===== src/hdl/lin_fail_wake_status_regs.svh =====
// register map constants for the lin failure / wake status bank
// assumes: included by the bank only
`ifndef LIN_FAIL_WAKE_STATUS_REGS_SVH
`define LIN_FAIL_WAKE_STATUS_REGS_SVH

`define LIN_FAULT_STATUS_B_ADDR    7'h45
`define WAKE_SOURCE_STATUS_A_ADDR  7'h46
`define WAKE_SOURCE_STATUS_B_ADDR  7'h47
`define PIN_LEVEL_STATUS_ADDR      7'h48

`define LIN_FOUR_FAULT_LSB         5
`define LIN_THREE_FAULT_LSB        3
`define LIN_TWO_FAULT_LSB          1

`define REGULATOR_MODE_CHANGE_BIT  7
`define CAN_BUS_WAKE_BIT           5
`define TIMER_WAKE_BIT             4
`define WAKE_PIN_WAKE_BIT          0
`define WAKE_A_RESTART_KEEP        8'hB1
`define WAKE_B_RESTART_KEEP        8'h0F

`define TEST_LEVEL_BIT             7
`define LEVEL_RESERVED_ONE_BIT     6
`define FAIL_CONFIG_MIRROR_BIT     5
`define WAKE_INPUT_LEVEL_BIT       0

`define STATUS_RESET_VALUE         8'h00

// transmitter enable time, ns, and its cycle count at 40 MHz (rounded up)
`define TX_ENABLE_TIME_NS          10000
`define REF_CLK_PERIOD_NS          25
`define TX_ENABLE_CYCLES           ((`TX_ENABLE_TIME_NS + `REF_CLK_PERIOD_NS - 1) / `REF_CLK_PERIOD_NS)

`endif


===== src/hdl/lin_fail_wake_status_pkg.sv =====
// types for the lin failure / wake status bank
// assumes: nothing beyond the register header
package lin_fail_wake_status_pkg;

    typedef enum logic [1:0] {
        FAULT_NONE        = 2'b00,
        FAULT_THERMAL     = 2'b01,
        FAULT_TX_DOMINANT = 2'b10,
        FAULT_BUS_DOMINANT = 2'b11
    } lin_fault_code_e;

    // per transceiver events and levels, same clock domain
    typedef struct packed {
        logic thermal_shutdown;
        logic transmit_dominant_timeout;
        logic bus_dominant_timeout;
        logic bus_recessive;
        logic wake_capable_or_off;
        logic supply_above_threshold;
    } lin_event_s;

    // wake events, one-cycle pulses
    typedef struct packed {
        logic       regulator_mode_change;
        logic       can_bus_wake;
        logic       timer_wake;
        logic       wake_pin_wake;
        logic [3:0] lin_wake;
    } wake_event_s;

    typedef struct packed {
        logic            valid;
        logic [6:0]      addr;
    } read_req_s;

    typedef struct packed {
        logic            ack;
        logic [7:0]      data;
    } read_rsp_s;

    typedef struct packed {
        logic [2:0][2:0]        txd_sync;
        logic [2:0]             txd_level;
        logic [2:0]             wake_sync;
        logic                   wake_level;
        logic [2:0]             test_sync;
        logic                   test_level;
        logic [2:0]             txd_dom_active;
        logic [2:0]             bus_dom_active;
        logic [2:0]             undervoltage_active;
        lin_fault_code_e [2:0]  fault_code;
        logic [7:0]             wake_a;
        logic [3:0]             wake_b;
        logic                   config_mirror;
        logic [2:0][15:0]       enable_count;
        logic [2:0]             tx_enable;
        logic                   thermal_first;
        read_rsp_s              rsp;
    } bank_state_s;

endpackage


===== src/hdl/lin_fail_wake_status_regs.sv =====
// status bank: lin 2..4 failure codes, wake sources, live pin levels
// assumes: serial front end on ref_clk issues one-cycle read requests;
// transceiver events arrive on ref_clk, txd/test/wake pins are asynchronous
`timescale 1ns/1ps
`include "lin_fail_wake_status_regs.svh"

// Functional notes
// fault register 0x45, lin4 6:5, lin3 4:3, lin2 2:1
// codes none, thermal, txd timeout, bus timeout
// reserved bits read zero, level bit6 one
// power-on/soft reset clears fault, wake registers
// txd timeout ends: txd high, wake/off
// bus timeout ends: recessive, wake/off
// undervoltage ends when supply above threshold
// transmit re-enabled after txd high enable time
// regulator mode change sets wake_a bit 7
// wake_a 0x46: can 5, timer 4, pin 0
// restart keeps wake_a bits 7,5,4,0 only
// wake_b holds lin1..4 wakes in bits 0..3
// restart keeps wake_b lin flags, upper zero
// level register 0x48, bit0 wake input
// level bit7 shows test pin, development mode
// level bit5 mirrors fail output config bit
// level register reset patterns x100/x1x0
// read-clear flags clear on read unless present
module lin_fail_wake_status_regs #(
    parameter int unsigned TX_ENABLE_CYCLES = `TX_ENABLE_CYCLES
) (
    // clock, reset, enable
    input  wire logic                                         ref_clk,
    input  wire logic                                         reset,
    input  wire logic                                         clk_en,
    // device-level reset events
    input  wire logic                                         soft_reset,
    input  wire logic                                         restart,
    // asynchronous pins
    input  wire logic [2:0]                                   lin_transmit_input,
    input  wire logic                                         test_pin,
    input  wire logic                                         wake_input_pin,
    // same-clock sources
    input  wire logic                                         fail_output_config_bit,
    input  lin_fail_wake_status_pkg::lin_event_s  [2:0]       lin_event,
    input  lin_fail_wake_status_pkg::wake_event_s             wake_event,
    // register read port
    input  lin_fail_wake_status_pkg::read_req_s               read_req,
    output lin_fail_wake_status_pkg::read_rsp_s               read_rsp,
    // transceiver control
    output logic [2:0]                                        tx_enable,
    output logic                                              thermal_shutdown_first
);
    import lin_fail_wake_status_pkg::*;

    // the enable counter is 16 bits wide and must count at least once
    if (TX_ENABLE_CYCLES < 1 || TX_ENABLE_CYCLES > 65535) begin : tx_enable_range_check
        $error("TX_ENABLE_CYCLES must lie in 1..65535");
    end

    localparam logic [15:0] ENABLE_LAST = 16'(TX_ENABLE_CYCLES - 1);

    bank_state_s state_reg;
    bank_state_s state_next;

    function automatic lin_fault_code_e current_fault(input logic tsd, input logic bus_dom, input logic txd_dom);
        if (tsd) begin
            current_fault = FAULT_THERMAL;
        end else if (bus_dom) begin
            current_fault = FAULT_BUS_DOMINANT;
        end else if (txd_dom) begin
            current_fault = FAULT_TX_DOMINANT;
        end else begin
            current_fault = FAULT_NONE;
        end
    endfunction

    // filtered level moves only once the two later flops agree
    function automatic logic filter_level(input logic [2:0] chain, input logic held);
        filter_level = (chain[1] == chain[2]) ? chain[2] : held;
    endfunction

    function automatic logic [7:0] fault_byte(input lin_fault_code_e [2:0] code);
        fault_byte = 8'h00;
        fault_byte[`LIN_TWO_FAULT_LSB +: 2]   = code[0];
        fault_byte[`LIN_THREE_FAULT_LSB +: 2] = code[1];
        fault_byte[`LIN_FOUR_FAULT_LSB +: 2]  = code[2];
    endfunction

    always_comb begin
        logic            rd_fault;
        logic            rd_wake_a;
        logic            rd_wake_b;
        logic            txd_end;
        logic            bus_end;
        logic            any_fail;
        lin_fault_code_e cur;
        logic [7:0]      level_byte;
        rd_fault   = 1'b0;
        rd_wake_a  = 1'b0;
        rd_wake_b  = 1'b0;
        txd_end    = 1'b0;
        bus_end    = 1'b0;
        any_fail   = 1'b0;
        cur        = FAULT_NONE;
        level_byte = 8'h00;
        state_next = state_reg;

        // pin synchronisers; first flop feeds only the second
        for (int i = 0; i < 3; i++) begin
            state_next.txd_sync[i] = {state_reg.txd_sync[i][1:0], lin_transmit_input[i]};
            state_next.txd_level[i] = filter_level(state_reg.txd_sync[i], state_reg.txd_level[i]);
        end
        state_next.wake_sync  = {state_reg.wake_sync[1:0], wake_input_pin};
        state_next.wake_level = filter_level(state_reg.wake_sync, state_reg.wake_level);
        state_next.test_sync  = {state_reg.test_sync[1:0], test_pin};
        state_next.test_level = filter_level(state_reg.test_sync, state_reg.test_level);

        if (read_req.valid) begin
            rd_fault  = (read_req.addr == `LIN_FAULT_STATUS_B_ADDR);
            rd_wake_a = (read_req.addr == `WAKE_SOURCE_STATUS_A_ADDR);
            rd_wake_b = (read_req.addr == `WAKE_SOURCE_STATUS_B_ADDR);
        end

        // read answer reflects the value before this cycle's clear
        level_byte[`TEST_LEVEL_BIT]         = state_reg.test_level;
        level_byte[`LEVEL_RESERVED_ONE_BIT] = 1'b1;
        level_byte[`FAIL_CONFIG_MIRROR_BIT] = state_reg.config_mirror;
        level_byte[`WAKE_INPUT_LEVEL_BIT]   = state_reg.wake_level;
        state_next.rsp.ack  = read_req.valid;
        state_next.rsp.data = 8'h00;
        if (read_req.valid) begin
            unique case (read_req.addr)
                `LIN_FAULT_STATUS_B_ADDR:   state_next.rsp.data = fault_byte(state_reg.fault_code);
                `WAKE_SOURCE_STATUS_A_ADDR: state_next.rsp.data = state_reg.wake_a & `WAKE_A_RESTART_KEEP;
                `WAKE_SOURCE_STATUS_B_ADDR: state_next.rsp.data = {4'h0, state_reg.wake_b};
                `PIN_LEVEL_STATUS_ADDR:     state_next.rsp.data = level_byte;
                default:                    state_next.rsp.data = 8'h00;
            endcase
        end

        state_next.thermal_first = 1'b0;
        for (int i = 0; i < 3; i++) begin
            // condition tracking; a new detection wins over its end
            txd_end = state_reg.txd_level[i] | lin_event[i].wake_capable_or_off;
            bus_end = lin_event[i].bus_recessive | lin_event[i].wake_capable_or_off;
            state_next.txd_dom_active[i] = lin_event[i].transmit_dominant_timeout
                                         | (state_reg.txd_dom_active[i] & ~txd_end);
            state_next.bus_dom_active[i] = lin_event[i].bus_dominant_timeout
                                         | (state_reg.bus_dom_active[i] & ~bus_end);
            // no new undervoltage report starts while the transceiver is wake capable or off; an active one is kept
            state_next.undervoltage_active[i] = ~lin_event[i].supply_above_threshold
                & (state_reg.undervoltage_active[i] | ~lin_event[i].wake_capable_or_off);

            cur = current_fault(lin_event[i].thermal_shutdown,
                                state_next.bus_dom_active[i], state_next.txd_dom_active[i]);
            if (cur == FAULT_THERMAL) begin
                state_next.thermal_first = 1'b1;
            end
            if (cur != FAULT_NONE || rd_fault) begin
                state_next.fault_code[i] = cur;
            end

            // transmitter held off until txd stays high for the enable time
            any_fail = lin_event[i].thermal_shutdown | state_next.txd_dom_active[i]
                     | state_next.bus_dom_active[i] | state_next.undervoltage_active[i];
            if (any_fail || !state_reg.txd_level[i]) begin
                state_next.enable_count[i] = 16'h0000;
                if (any_fail) begin
                    state_next.tx_enable[i] = 1'b0;
                end
            end else if (!state_reg.tx_enable[i]) begin
                if (state_reg.enable_count[i] >= ENABLE_LAST) begin
                    state_next.tx_enable[i] = 1'b1;
                end else begin
                    state_next.enable_count[i] = state_reg.enable_count[i] + 16'h0001;
                end
            end
        end

        // sticky wake flags; set wins over read clear
        if (rd_wake_a) begin
            state_next.wake_a = 8'h00;
        end
        if (rd_wake_b) begin
            state_next.wake_b = 4'h0;
        end
        if (wake_event.regulator_mode_change) begin
            state_next.wake_a[`REGULATOR_MODE_CHANGE_BIT] = 1'b1;
        end
        if (wake_event.can_bus_wake) begin
            state_next.wake_a[`CAN_BUS_WAKE_BIT] = 1'b1;
        end
        if (wake_event.timer_wake) begin
            state_next.wake_a[`TIMER_WAKE_BIT] = 1'b1;
        end
        if (wake_event.wake_pin_wake) begin
            state_next.wake_a[`WAKE_PIN_WAKE_BIT] = 1'b1;
        end
        state_next.wake_b = state_next.wake_b | wake_event.lin_wake;

        state_next.config_mirror = fail_output_config_bit;

        // restart keeps the listed flags and forces the rest low
        if (restart) begin
            state_next.wake_a = state_next.wake_a & `WAKE_A_RESTART_KEEP;
            state_next.wake_b = state_next.wake_b & 4'(`WAKE_B_RESTART_KEEP);
        end
        // soft reset clears fault codes, wake flags and mirror as power-on does; condition tracking and tx_enable are kept
        if (soft_reset) begin
            for (int i = 0; i < 3; i++) begin
                state_next.fault_code[i] = FAULT_NONE;
            end
            state_next.wake_a        = `STATUS_RESET_VALUE;
            state_next.wake_b        = 4'h0;
            state_next.config_mirror = 1'b0;
        end
    end

    always_ff @(posedge ref_clk or posedge reset) begin
        if (reset) begin
            state_reg           <= '0;
            state_reg.tx_enable <= 3'h7;
        end else if (clk_en) begin
            state_reg <= state_next;
        end
    end

    assign read_rsp               = state_reg.rsp;
    assign tx_enable              = state_reg.tx_enable;
    assign thermal_shutdown_first = state_reg.thermal_first;

endmodule


===== config.mk =====
export PLATFORM = sky130hd
export DESIGN_NAME = lin_fail_wake_status_regs
export DESIGN_NICKNAME = d
export VERILOG_FILES = /design/src/hdl/lin_fail_wake_status_pkg.sv /design/src/hdl/lin_fail_wake_status_regs.sv
export VERILOG_INCLUDE_DIRS = /design/src /design/src/hdl
export SDC_FILE = /design/constraint.sdc
export NUM_CORES = 1
export LEC_CHECK = 0
export ABC_AREA = 1
export BUFFER_PORTS_ARGS = -buffer_cell sky130_fd_sc_hd__clkbuf_2
export CAP_MARGIN = 0
export CORE_MARGIN = 2
export CORE_UTILIZATION = 30
export DETAILED_ROUTE_END_ITERATION = 10
export HOLD_SLACK_MARGIN = 0.06
export PLACE_DENSITY = 0.54
export SYNTH_ARGS = -nofsm -noshare
export SYNTH_HDL_FRONTEND = slang
export SYNTH_SLANG_ARGS = --single-unit
export TNS_END_PERCENT = 30

===== constraint.sdc =====
create_clock -name ref_clk -period 4.5 [get_ports ref_clk]
set_input_delay 0.9 -clock ref_clk [delete_from_list [all_inputs] [get_ports ref_clk]]
set_output_delay 0.9 -clock ref_clk [all_outputs]
set_load 0.02 [all_outputs]

==> results of run 1 <==
==> power by group through the flow <==
stage                     clock network, mW  registers, mW  logic (mW)
after floorplan                           0           1.03       0.122
after global placement                    0           1.04       0.177
after detailed placement                  0           1.04       0.179
after CTS                             0.801           1.02       0.180
after global routing                  0.840           1.03       0.202
final                                 0.776           1.02       0.175
==> metal layers <==
| metal | vias to the layer above | wire length [µm] | global-route usage [%] |
|---|---|---|---|
| met5 | - | 0 | 0 |
| met4 | 0 | 236 | 5.67 |
| met3 | 14 | 482 | 3.11 |
| met2 | 59 | 5150 | 21.1 |
| met1 | 1964 | 5480 | 16.9 |
| li1 | 2194 | - | - |
==> cell families after synthesis <==
kind of cell,count (synthesis),share of synthesized area [%]
and+or+nand+nor,372,31.9
DFF,105,49.9
AOI/OAI and AO/OA,55,5.50
xor gates and xnor gates,11,1.83
adders and majority gates,3,0.711
buffers and inverters,126,10.2
==> final cells by class <==
cell class / instances / area, µm² / area share [%]
Clock inverter: 4 / 45.0 / 0.752
Timing Repair Buffer: 61 / 318 / 5.31
Tap cell: 225 / 282 / 4.70
Inverter: 97 / 372 / 6.20
Clock buffer: 12 / 236 / 3.95
Sequential cell: 105 / 2630 / 43.9
Multi-Input combinational cell: 441 / 2110 / 35.2
==> worst max-delay path: cells and delay by family <==
kind / cells / cell delay [ns]
AND/OR/NAND/NOR: 2 / 0.99
AO/OA/AOI/OAI: 2 / 0.52
buffers and inverters: 1 / 0.08
==> how the worst max path moves through the flow <==
stage / startpoint / to / slack (ns) / cells past startpoint
floorplan: reset / read_rsp[0] / 0.84 / 1
global placement: read_req[5] / state_reg[64] / 1.91 / 5
detailed placement: read_req[5] / state_reg[62] / 1.82 / 5
CTS: read_req[5] / state_reg[62] / 2.21 / 5
global route: read_req[5] / state_reg[63] / 2.11 / 5
finish: read_req[5] / state_reg[62] / 2.23 / 5
==> synth_stat cells, drive strengths merged <==
library cell	number
buf	19
inv	94
dfstp	3
o21ai	41
xor2	11
nor3	7
nor3b	1
a21boi	1
clkinv	3
nand4	31
nor2	59
ha	3
a22o	1
dfrtp	102
a31oi	4
nand3	59
a21oi	7
a41oi	1
clkbuf	10
nand2	215
==> metrics by stage <==
stage	hold WS (ns)	total power, mW	util [%]
after global routing	0.501	2.07	34.7
after floorplan	0.442	1.16	-
after global placement	0.456	1.22	33.1
final	0.469	1.98	34.7
after detailed placement	0.458	1.22	33.1
after CTS	0.475	2.00	34.7
==> qor.csv, run 1 <==
stage;metric;value;unit
worst_setup_path;R2R depth;8;
sta;worst slew pin tran;1.00;ns
floorplanning;Initial Utilization;30.6;%
cells_and_area;commonest non-fill, non-tap cell in the layout;nand2_1;
sta;final setup fails;0;
cells_and_area;net total in the final layout;763;
clock_tree;Reg clk slew, reported paths;0.07;ns
sta;Final Hold Viols;0;
detailed_routing;DR WL/cell;12.0;µm
sta;f_max;0.440;GHz
worst_setup_path;CP required;4.73;ns
pwr;sw frac;25.2;%
clock_tree;buffer depth of the longest clock path;2;
clock_tree;TritonCTS clock tree;yes;
cells_and_area;commonest cells after routing, fill and taps aside;nand2_1 (210), dfrtp_1 (102), inv_1 (90);
logic_synthesis;post-synthesis instance area;5280;µm²
clock_tree;CTS Sinks;105;
worst_setup_path;Most common cell on crit path;o21ai_0;
placement;PortBufs;56;
floorplanning;number of I/O pins;58;
detailed_routing;Routed WL;11.4;mm
detailed_routing;DRT iter0 DRCs;385;
worst_setup_path;reg2reg start;state_reg[13];
placement;dpl ws;1.82;ns
worst_setup_path;R2R Setup Slk;2.88;ns
worst_setup_path;crit-path max FO;16;
logic_synthesis;post-synth cell types;32;
grt;largest net degree at the start of global routing;60;
worst_setup_path;Crit. End Element;flop;
sta;clk_skew;0.00564;ns
grt;vias in the first global route;4026;
worst_setup_path;max incr delay on CP;0.76;ns
cells_and_area;design area;5990;µm²
min_path;hold path endpoint;state_next[92];
clock_tree;clk root buf;clkbuf_16;
logic_synthesis;syn_nets;720;
grt;global-route wire length before repair;19.2;mm
cells_and_area;Syn-to-layout area delta;13.5;%
flow_run;max_cap viols;0;
pwr;Seq pwr share;51.8;%
sta;PnR worst setup slack;2.23;ns
pwr;Logic pwr share;8.9;%
sta;Slew HR;33.0;%
pwr;Power Dens Cells;330;nW/µm²
cells_and_area;Antenna Cells;0;
logic_synthesis;Synth top area share;48.4;%
placement;Cells after DPL;929;
cells_and_area;share of layout cells above drive strength 1;14.6;%
floorplanning;Core Area;17200;µm²
grt;GRT Resource Usage Total;13.1;%
min_path;Worst Min Path Start;state_next[92];
clock_tree;Clock Latency Late Sink;0.35;ns
worst_setup_path;crit path kind;primary input to flop;
pwr;Lkg Pwr;3.22;nW
clock_tree;TritonCTS buffer count;9;
detailed_routing;post-DR vias/cell;4.48;
cells_and_area;Largest register FFs;82;
worst_setup_path;FF-to-FF End;state_reg[21];
logic_synthesis;FF+latch count, synth;105;
min_path;hold path depth;2;
pwr;Int Power;1.48;mW
worst_setup_path;worst-path cell chain;clkbuf_2 > nor3b_2 > nand2_1 > o21ai_0 > o21ai_0;
pwr;Clk pwr share;39.3;%
status;status;finished, final reports clean;
sta;unrepaired setup endpoints after global routing;no;
worst_setup_path;CP Launch Type;primary input;
placement;Placed Area;5710;µm²
sta;Slew Viols, Final;0;
floorplanning;Die H;137;µm
pwr;Switching Power;0.498;mW
logic_synthesis;Area contributors post-synth;dfrtp_1 (48%), nand2_1 (15%), inv_1 (6.5%);
pwr;IR drop worst, VDD;0.000160;V
worst_setup_path;CP max-delay cell;nor3b_2;
clock_tree;Setup Fix Bufs, Post-CTS;0;
logic_synthesis;synthesized area per cell;7.85;µm²
floorplanning;Die Area;18700;µm²
logic_synthesis;Synth Warn #;0;
placement;dpl hpwl;7.88;mm
logic_synthesis;sequential share of the synthesized area;49.9;%
floorplanning;row count;48;
placement;Final GP Congestion;0.791;
sta;Min Clock Period, post-route;2.27;ns
sta;final setup TNS;0;ns
min_path;worst min path class;flop to flop;
logic_synthesis;post-synthesis cell count;672;
detailed_routing;DRC viols;0;
cells_and_area;# fillers;1789;
logic_synthesis;post-synth top area cell;dfrtp_1;
sta;Tcrit/Tclk final;50.5;%
detailed_routing;drt first pass iters;5;
floorplanning;die width;137;µm
detailed_routing;routed vias;4231;
grt;initial antenna violation count;0;
clock_tree;deepest level of the CTS H-tree;3;
clock_tree;CTS Hold Buffers Added;0;
cells_and_area;non-filler cells, final;945;
grt;total gr overflow;0;
clock_tree;cts repair resizes;0;
worst_setup_path;Data arrival, critical path;2.50;ns
detailed_routing;post-route ant nets;0;
Power figures use the tool's default switching activity.
==> inputs of run 2 (changes only) <==
--- a/config.mk
+++ b/config.mk
@@ -6,14 +6,14 @@
 export SDC_FILE = /design/constraint.sdc
 export NUM_CORES = 1
 export LEC_CHECK = 0
-export ABC_AREA = 1
+export ABC_AREA = 0
 export BUFFER_PORTS_ARGS = -buffer_cell sky130_fd_sc_hd__clkbuf_2
 export CAP_MARGIN = 0
 export CORE_MARGIN = 2
 export CORE_UTILIZATION = 30
 export DETAILED_ROUTE_END_ITERATION = 10
 export HOLD_SLACK_MARGIN = 0.06
-export PLACE_DENSITY = 0.54
+export PLACE_DENSITY = 0.56
 export SYNTH_ARGS = -nofsm -noshare
 export SYNTH_HDL_FRONTEND = slang
 export SYNTH_SLANG_ARGS = --single-unit
==> constraint.sdc (replaced) <==
create_clock -name ref_clk -period 2 [get_ports ref_clk]
set_input_delay 0.4 -clock ref_clk [delete_from_list [all_inputs] [get_ports ref_clk]]
set_output_delay 0.4 -clock ref_clk [all_outputs]
set_load 0.02 [all_outputs]
==> qor.csv, run 2 <==
stage;metric;value;unit;change
detailed_routing;DRT iter0 DRCs;387;;was 385
worst_setup_path;Worst Path Buf+Inv;0;;was 1
detailed_routing;DR WL/cell;14.8;µm;was 12.0 µm
logic_synthesis;syn_nets;523;;was 720
cells_and_area;non-filler cells, final;762;;was 945
sta;f_max;0.523;GHz;
logic_synthesis;EDFF count, synth;0;;unchanged
clock_tree;TritonCTS clock tree;yes;;unchanged
logic_synthesis;Synth top area share;51.5;%;was 48.4%
cells_and_area;Finished Core Util;36.9;%;was 34.7%
detailed_routing;drt first pass iters;4;;was 5
floorplanning;Die Area;17600;µm²;was 18700 µm²
worst_setup_path;critical path's top delay family;simple AND/OR/NAND/NOR gates;;unchanged
detailed_routing;post-route ant nets;0;;unchanged
logic_synthesis;Commonest cells post-synth;dfrtp_1 (102), o21ai_0 (41), nand2_1 (28);;was nand2_1 (210), dfrtp_1 (102), inv_1 (91)
clock_tree;CTS Hold Buffers Added;0;;unchanged
cells_and_area;design area;5910;µm²;was 5990 µm²
cells_and_area;# fillers;1657;;was 1789
detailed_routing;Routed WL;11.3;mm;was 11.4 mm
worst_setup_path;CP required;2.24;ns;was 4.73 ns
clock_tree;clk root buf;clkbuf_16;;unchanged
grt;global-route wire length before repair;19.1;mm;was 19.2 mm
sta;clk_skew;0.00838;ns;was 0.00564 ns
sta;Tcrit/Tclk final;95.7;%;
floorplanning;Die H;133;µm;was 137 µm
grt;GRT Resource Usage Total;13.4;%;was 13.1%
logic_synthesis;sequential share of the synthesized area;53.1;%;was 49.9%
pwr;Lkg Pwr;2.65;nW;was 3.22 nW
sta;Slew Viols, Final;0;;unchanged
logic_synthesis;asr flop ratio synth;100;%;unchanged
worst_setup_path;worst-path cell chain;or4_4 > nor2_4 > or4b_4 > a21oi_1 > o21bai_1;;was clkbuf_2 > nor3b_2 > nand2_1 > o21ai_0 > o21ai_0
clock_tree;Clock Latency Late Sink;0.35;ns;about the same
detailed_routing;routed vias;3895;;was 4231
worst_setup_path;max incr delay on CP;0.58;ns;was 0.76 ns
detailed_routing;post-DR vias/cell;5.11;;was 4.48
cells_and_area;Syn-to-layout area delta;19.2;%;was 13.5%
clock_tree;TritonCTS buffer count;9;;unchanged
floorplanning;Core Area;16000;µm²;was 17200 µm²
placement;Cells after DPL;746;;was 929
placement;dpl hpwl;7.95;mm;was 7.88 mm
sta;final setup TNS;0;ns;unchanged
worst_setup_path;CP max-delay cell;or4_4;;was nor3b_2
floorplanning;Initial Utilization;31.0;%;was 30.6%
worst_setup_path;Crit. End Element;flop;;unchanged
grt;initial antenna violation count;1;;was 0
detailed_routing;DRC viols;0;;unchanged
cells_and_area;net total in the final layout;589;;was 763
sta;Min Clock Period, post-route;1.91;ns;
sta;final setup fails;0;;unchanged
placement;PortBufs;56;;unchanged
min_path;worst min path class;primary input to asynchronous set/reset pin;;was flop to flop
sta;Slew HR;49.8;%;was 33.0%
worst_setup_path;crit path kind;flop to flop;;was primary input to flop
placement;Placed Area;5580;µm²;was 5710 µm²
placement;dpl ws;0.0397;ns;was 1.82 ns
logic_synthesis;Synth Warn #;0;;unchanged
sta;Final Hold Viols;0;;unchanged
clock_tree;Reg clk slew, reported paths;0.06;ns;was 0.07 ns
cells_and_area;Largest register FFs;82;;unchanged
logic_synthesis;cell with the most instances after synthesis;dfrtp_1;;was nand2_1
worst_setup_path;CP Launch Type;flop;;was primary input
grt;largest net degree at the start of global routing;106;;was 60
floorplanning;die width;133;µm;was 137 µm
sta;worst slew pin tran;0.751;ns;was 1.00 ns
grt;vias in the first global route;3840;;was 4026
worst_setup_path;crit-path max FO;2;;was 16
logic_synthesis;post-synthesis instance area;4950;µm²;was 5280 µm²
status;status;finished, final reports clean;;unchanged
pwr;IR drop worst, VDD;0.000339;V;was 0.000160 V
sta;unrepaired setup endpoints after global routing;no;;unchanged
cells_and_area;commonest non-fill, non-tap cell in the layout;dfrtp_1;;was nand2_1
clock_tree;deepest level of the CTS H-tree;3;;unchanged
cells_and_area;commonest cells after routing, fill and taps aside;dfrtp_1 (102), clkbuf_2 (56), o21ai_0 (41);;was nand2_1 (210), dfrtp_1 (102), inv_1 (90)
cells_and_area;share of layout cells above drive strength 1;23.3;%;was 14.6%
worst_setup_path;Data arrival, critical path;2.15;ns;was 2.50 ns
pwr;total power;4.70;mW;was 1.98 mW
logic_synthesis;synthesized area per cell;10.4;µm²;was 7.85 µm²
pwr;Power Dens Cells;795;nW/µm²;was 330 nW/µm²
logic_synthesis;Area contributors post-synth;dfrtp_1 (52%), o21ai_0 (4.1%), a22o_1 (3.5%);;was dfrtp_1 (48%), nand2_1 (15%), inv_1 (6.5%)
grt;total gr overflow;0;;unchanged
logic_synthesis;prevailing post-synth register cell;dfrtp_1;;unchanged
floorplanning;number of I/O pins;58;;unchanged
flow_run;max_cap viols;0;;unchanged
floorplanning;row count;46;;was 48
cells_and_area;Antenna Cells;0;;unchanged
logic_synthesis;post-synth top area cell;dfrtp_1;;unchanged
logic_synthesis;post-synth cell types;57;;was 32
clock_tree;CTS Sinks;105;;unchanged
placement;Final GP Congestion;0.797;;was 0.791
logic_synthesis;FF+latch count, synth;105;;unchanged
clock_tree;buffer depth of the longest clock path;2;;unchanged
logic_synthesis;post-synthesis cell count;475;;was 672
sta;PnR worst setup slack;0.0864;ns;was 2.23 ns
sta;Hold WS;0.173;ns;was 0.469 ns
run 2: cell count changes after synthesis, moves of 12 or more:
cell,delta
a21oi_1,+20
a22o_1,+19
and2_1,+16
inv_1,-72
mux2_2,+12
nand2_1,-182
nand3_1,-42
nand4_1,-25
nor2_1,-26
nor2b_1,+12
run 2: cells by family after synthesis:
logic type	count (synthesis)	share of synthesized area, %
flops	105	53.1
compound gates	148	19.9
fa+ha+maj	3	0.758
simple gates	158	18.4
buf+inv	45	4.32
mux	16	3.54
run 2: final timing paths:
kind / end / cells after the start / slack, ns / start
setup reg to reg: state_reg[51] / 5 / 0.09 / state_reg[55]
max in group asynchronous: state_reg[20] / 3 / 1.38 / reset
hold / removal: state_reg[98] / 3 / 0.17 / reset
min in group ref_clk: state_reg[82] / 2 / 0.24 / lin_event[12]
setup / recovery: state_reg[51] / 5 / 0.09 / state_reg[55]
hold reg to reg: state_reg[44] / 1 / 0.48 / state_reg[44]
run 2: cell type report:
cell class	count	area (µm²)	area share, %
sequential	105	2630	44.5
multi-input combinational	325	2130	36.0
timing repair buffer	81	493	8.34
clock buffer	14	274	4.64
tap	216	270	4.57
inverter	19	75.1	1.27
clock inverter	2	35.0	0.593
run 2: report_power, final:
group	leakage (nW)	switching [mW]	internal, mW	total [mW]
Sequential	1.37	0.116	2.27	2.38
Combinational	1.13	0.265	0.218	0.483
Clock	0.153	0.760	1.07	1.83
run 2: what timing repair did:
action / 4_1_cts / 5_1_grt
buffers inserted: 0 / 0
resized for setup: 0 / 4
endpoints found under the setup margin: 0 / 15
run 2: worst min-delay path, stage by stage:
cell and delay (ns):
clkbuf_2 0.10, clkinvlp_4 0.08, buf_12 0.40
run 2: layer usage:
layer | global-route usage, % | wire length [µm]
met2 | 20.5 | 5180
met3 | 3.68 | 510
met5 | 0 | 0
met1 | 17.7 | 5370
met4 | 6.09 | 240
==> inputs of run 3 (changes only) <==
--- a/config.mk
+++ b/config.mk
@@ -7,13 +7,13 @@
 export NUM_CORES = 1
 export LEC_CHECK = 0
 export ABC_AREA = 0
-export BUFFER_PORTS_ARGS = -buffer_cell sky130_fd_sc_hd__clkbuf_2
 export CAP_MARGIN = 0
-export CORE_MARGIN = 2
+export CORE_MARGIN = 1.5
 export CORE_UTILIZATION = 30
 export DETAILED_ROUTE_END_ITERATION = 10
+export DONT_BUFFER_PORTS = 1
 export HOLD_SLACK_MARGIN = 0.06
-export PLACE_DENSITY = 0.56
+export PLACE_DENSITY = 0.53
 export SYNTH_ARGS = -nofsm -noshare
 export SYNTH_HDL_FRONTEND = slang
 export SYNTH_SLANG_ARGS = --single-unit
==> qor.csv, run 3 (synthesized netlist as in run 2, its figures left out) <==
stage;metric;value;unit;change
floorplanning;Die H;132;µm;was 133 µm
cells_and_area;Syn-to-layout area delta;13.5;%;was 19.2%
sta;Final Hold Viols;0;;unchanged
floorplanning;Die Area;17300;µm²;was 17600 µm²
clock_tree;Reg clk slew, reported paths;0.07;ns;was 0.06 ns
sta;final setup fails;0;;unchanged
worst_setup_path;Crit. End Element;flop;;unchanged
cells_and_area;commonest non-fill, non-tap cell in the layout;dfrtp_1;;unchanged
worst_setup_path;CP max-delay cell;or4_4;;unchanged
placement;Placed Area;5270;µm²;was 5580 µm²
detailed_routing;DR WL/cell;16.1;µm;was 14.8 µm
worst_setup_path;crit path kind;flop to flop;;unchanged
cells_and_area;share of layout cells above drive strength 1;14.5;%;was 23.3%
detailed_routing;post-route ant nets;0;;unchanged
cells_and_area;area occupied by multi-input gates;2120;µm²;was 2130 µm²
cells_and_area;design area;5620;µm²;was 5910 µm²
worst_setup_path;CP required;2.24;ns;about the same
floorplanning;Initial Utilization;31.0;%;unchanged
cells_and_area;Largest register FFs;82;;unchanged
clock_tree;TritonCTS buffer count;9;;unchanged
grt;vias in the first global route;3687;;was 3840
worst_setup_path;crit-path max FO;2;;unchanged
clock_tree;CTS Sinks;105;;unchanged
clock_tree;buffer depth of the longest clock path;2;;unchanged
detailed_routing;routed vias;3677;;was 3895
detailed_routing;post-DR vias/cell;5.22;;was 5.11
sta;Slew HR;47.4;%;was 49.8%
min_path;worst min path class;primary input to flop;;was primary input to asynchronous set/reset pin
pwr;Power Dens Cells;845;nW/µm²;was 795 nW/µm²
worst_setup_path;max incr delay on CP;0.56;ns;was 0.58 ns
detailed_routing;Routed WL;11.3;mm;about the same
sta;Tcrit/Tclk final;96.1;%;was 95.7%
cells_and_area;commonest cells after routing, fill and taps aside;dfrtp_1 (102), o21ai_0 (41), nand2_1 (28);;was dfrtp_1 (102), clkbuf_2 (56), o21ai_0 (41)
grt;initial antenna violation count;0;;was 1
flow_run;max_cap viols;0;;unchanged
worst_setup_path;worst-path cell chain;or4_4 > nor2_4 > or4b_1 > a21oi_1 > o21bai_1;;was or4_4 > nor2_4 > or4b_4 > a21oi_1 > o21bai_1
placement;Final GP Congestion;0.791;;was 0.797
grt;GRT Resource Usage Total;13.7;%;was 13.4%
grt;largest net degree at the start of global routing;75;;was 106
placement;dpl hpwl;8.09;mm;was 7.95 mm
clock_tree;clk root buf;clkbuf_16;;unchanged
sta;unrepaired setup endpoints after global routing;yes;;was no
clock_tree;Setup Fix Bufs, Post-CTS;0;;unchanged
pwr;Lkg Pwr;2.40;nW;was 2.65 nW
sta;Slew Viols, Final;0;;unchanged
floorplanning;row count;46;;unchanged
floorplanning;number of I/O pins;58;;unchanged
status;status;finished, final reports clean;;unchanged
sta;clk_skew;0.00442;ns;was 0.00838 ns
sta;worst slew pin tran;0.787;ns;was 0.751 ns
worst_setup_path;CP Launch Type;flop;;unchanged
cells_and_area;sequential cell area;2630;µm²;unchanged
clock_tree;Clock Latency Late Sink;0.36;ns;was 0.35 ns
grt;global-route wire length before repair;19.0;mm;was 19.1 mm
clock_tree;deepest level of the CTS H-tree;3;;unchanged
floorplanning;Core Area;16000;µm²;unchanged
worst_setup_path;Data arrival, critical path;2.17;ns;was 2.15 ns
detailed_routing;DRC viols;0;;unchanged
grt;total gr overflow;0;;unchanged
clock_tree;TritonCTS clock tree;yes;;unchanged
sta;f_max;0.520;GHz;was 0.523 GHz
detailed_routing;drt first pass iters;4;;unchanged
cells_and_area;net total in the final layout;532;;was 589
detailed_routing;DRT iter0 DRCs;352;;was 387
cells_and_area;Antenna Cells;0;;unchanged
pwr;IR drop worst, VDD;0.000361;V;was 0.000339 V
cells_and_area;# fillers;1615;;was 1657
sta;Min Clock Period, post-route;1.92;ns;was 1.91 ns
placement;PortBufs;0;;was 56
floorplanning;die width;132;µm;was 133 µm
cells_and_area;Finished Core Util;35.1;%;was 36.9%
[run 3: per-layer routing]
layer  up-vias  share of wire (%)  global-route usage, %  wire length, µm
met5         -                  0                      0                0
met4         0                1.2                   4.44              140
met3        10                5.9                   4.71              667
met2        73                 46                   22.0             5260
met1      1832                 46                   17.1             5270
li1       1762                  -                      -                -
[run 3: area by class of cell]
class,count,share of cell area (%)
Inverter,19,1.34
Clock buffer,9,4.01
Tap cell,216,4.81
Clock inverter,7,1.80
Sequential cell,105,46.8
Timing Repair Buffer,24,3.47
Multi-Input combinational cell,325,37.8
[run 3: per-stage QoR]
step / std cells / setup TNS, ns / total power, mW / worst slack, ns / hold WS, ns
2_1_floorplan: 475 / 0 / 2.70 / 0.146 / 0.442
3_3_place_gp: 688 / 0 / 2.83 / 0.114 / 0.296
3_5_place_dp: 688 / 0 / 2.85 / 0.0956 / 0.298
4_1_cts: 705 / 0 / 4.82 / 0.0774 / 0.108
5_1_grt: 705 / -0.0466 / 4.98 / -0.0466 / 0.110
6_report: 705 / 0 / 4.75 / 0.0778 / 0.121
[run 3: worst max-delay path, delay by kind of cell (launching register included)]
family / cells / cell delay (ns)
simple gates: 3 / 1.17
compound gates: 2 / 0.25
flops: 1 / 0.38
[run 3: power breakdown]
part           switching (mW)  leakage, nW  internal [mW]
registers               0.107         1.37           2.27
clock network           0.840        0.153           1.11
logic                   0.227        0.880          0.201
total                    1.17         2.40           3.58
[run 3: worst paths after layout]
path                            endpoint           from  cells after the start  slack (ns)
hold reg to reg            state_reg[41]  state_reg[41]                      1        0.48
max in group asynchronous   tx_enable[0]          reset                      3        0.84
min in group asynchronous  state_reg[81]          reset                      2        0.53
hold / removal             state_reg[82]  lin_event[12]                      1        0.12
setup / recovery           state_reg[51]  state_reg[55]                      5        0.08
setup reg to reg           state_reg[51]  state_reg[55]                      5        0.08
[run 3: repair_timing]
action | 4_1_cts | 5_1_grt
gates resized for setup | 0 | 3
endpoints found under the hold margin | 15 | 0
hold buffers | 1 | 0
endpoints found under the setup margin | 0 | 3
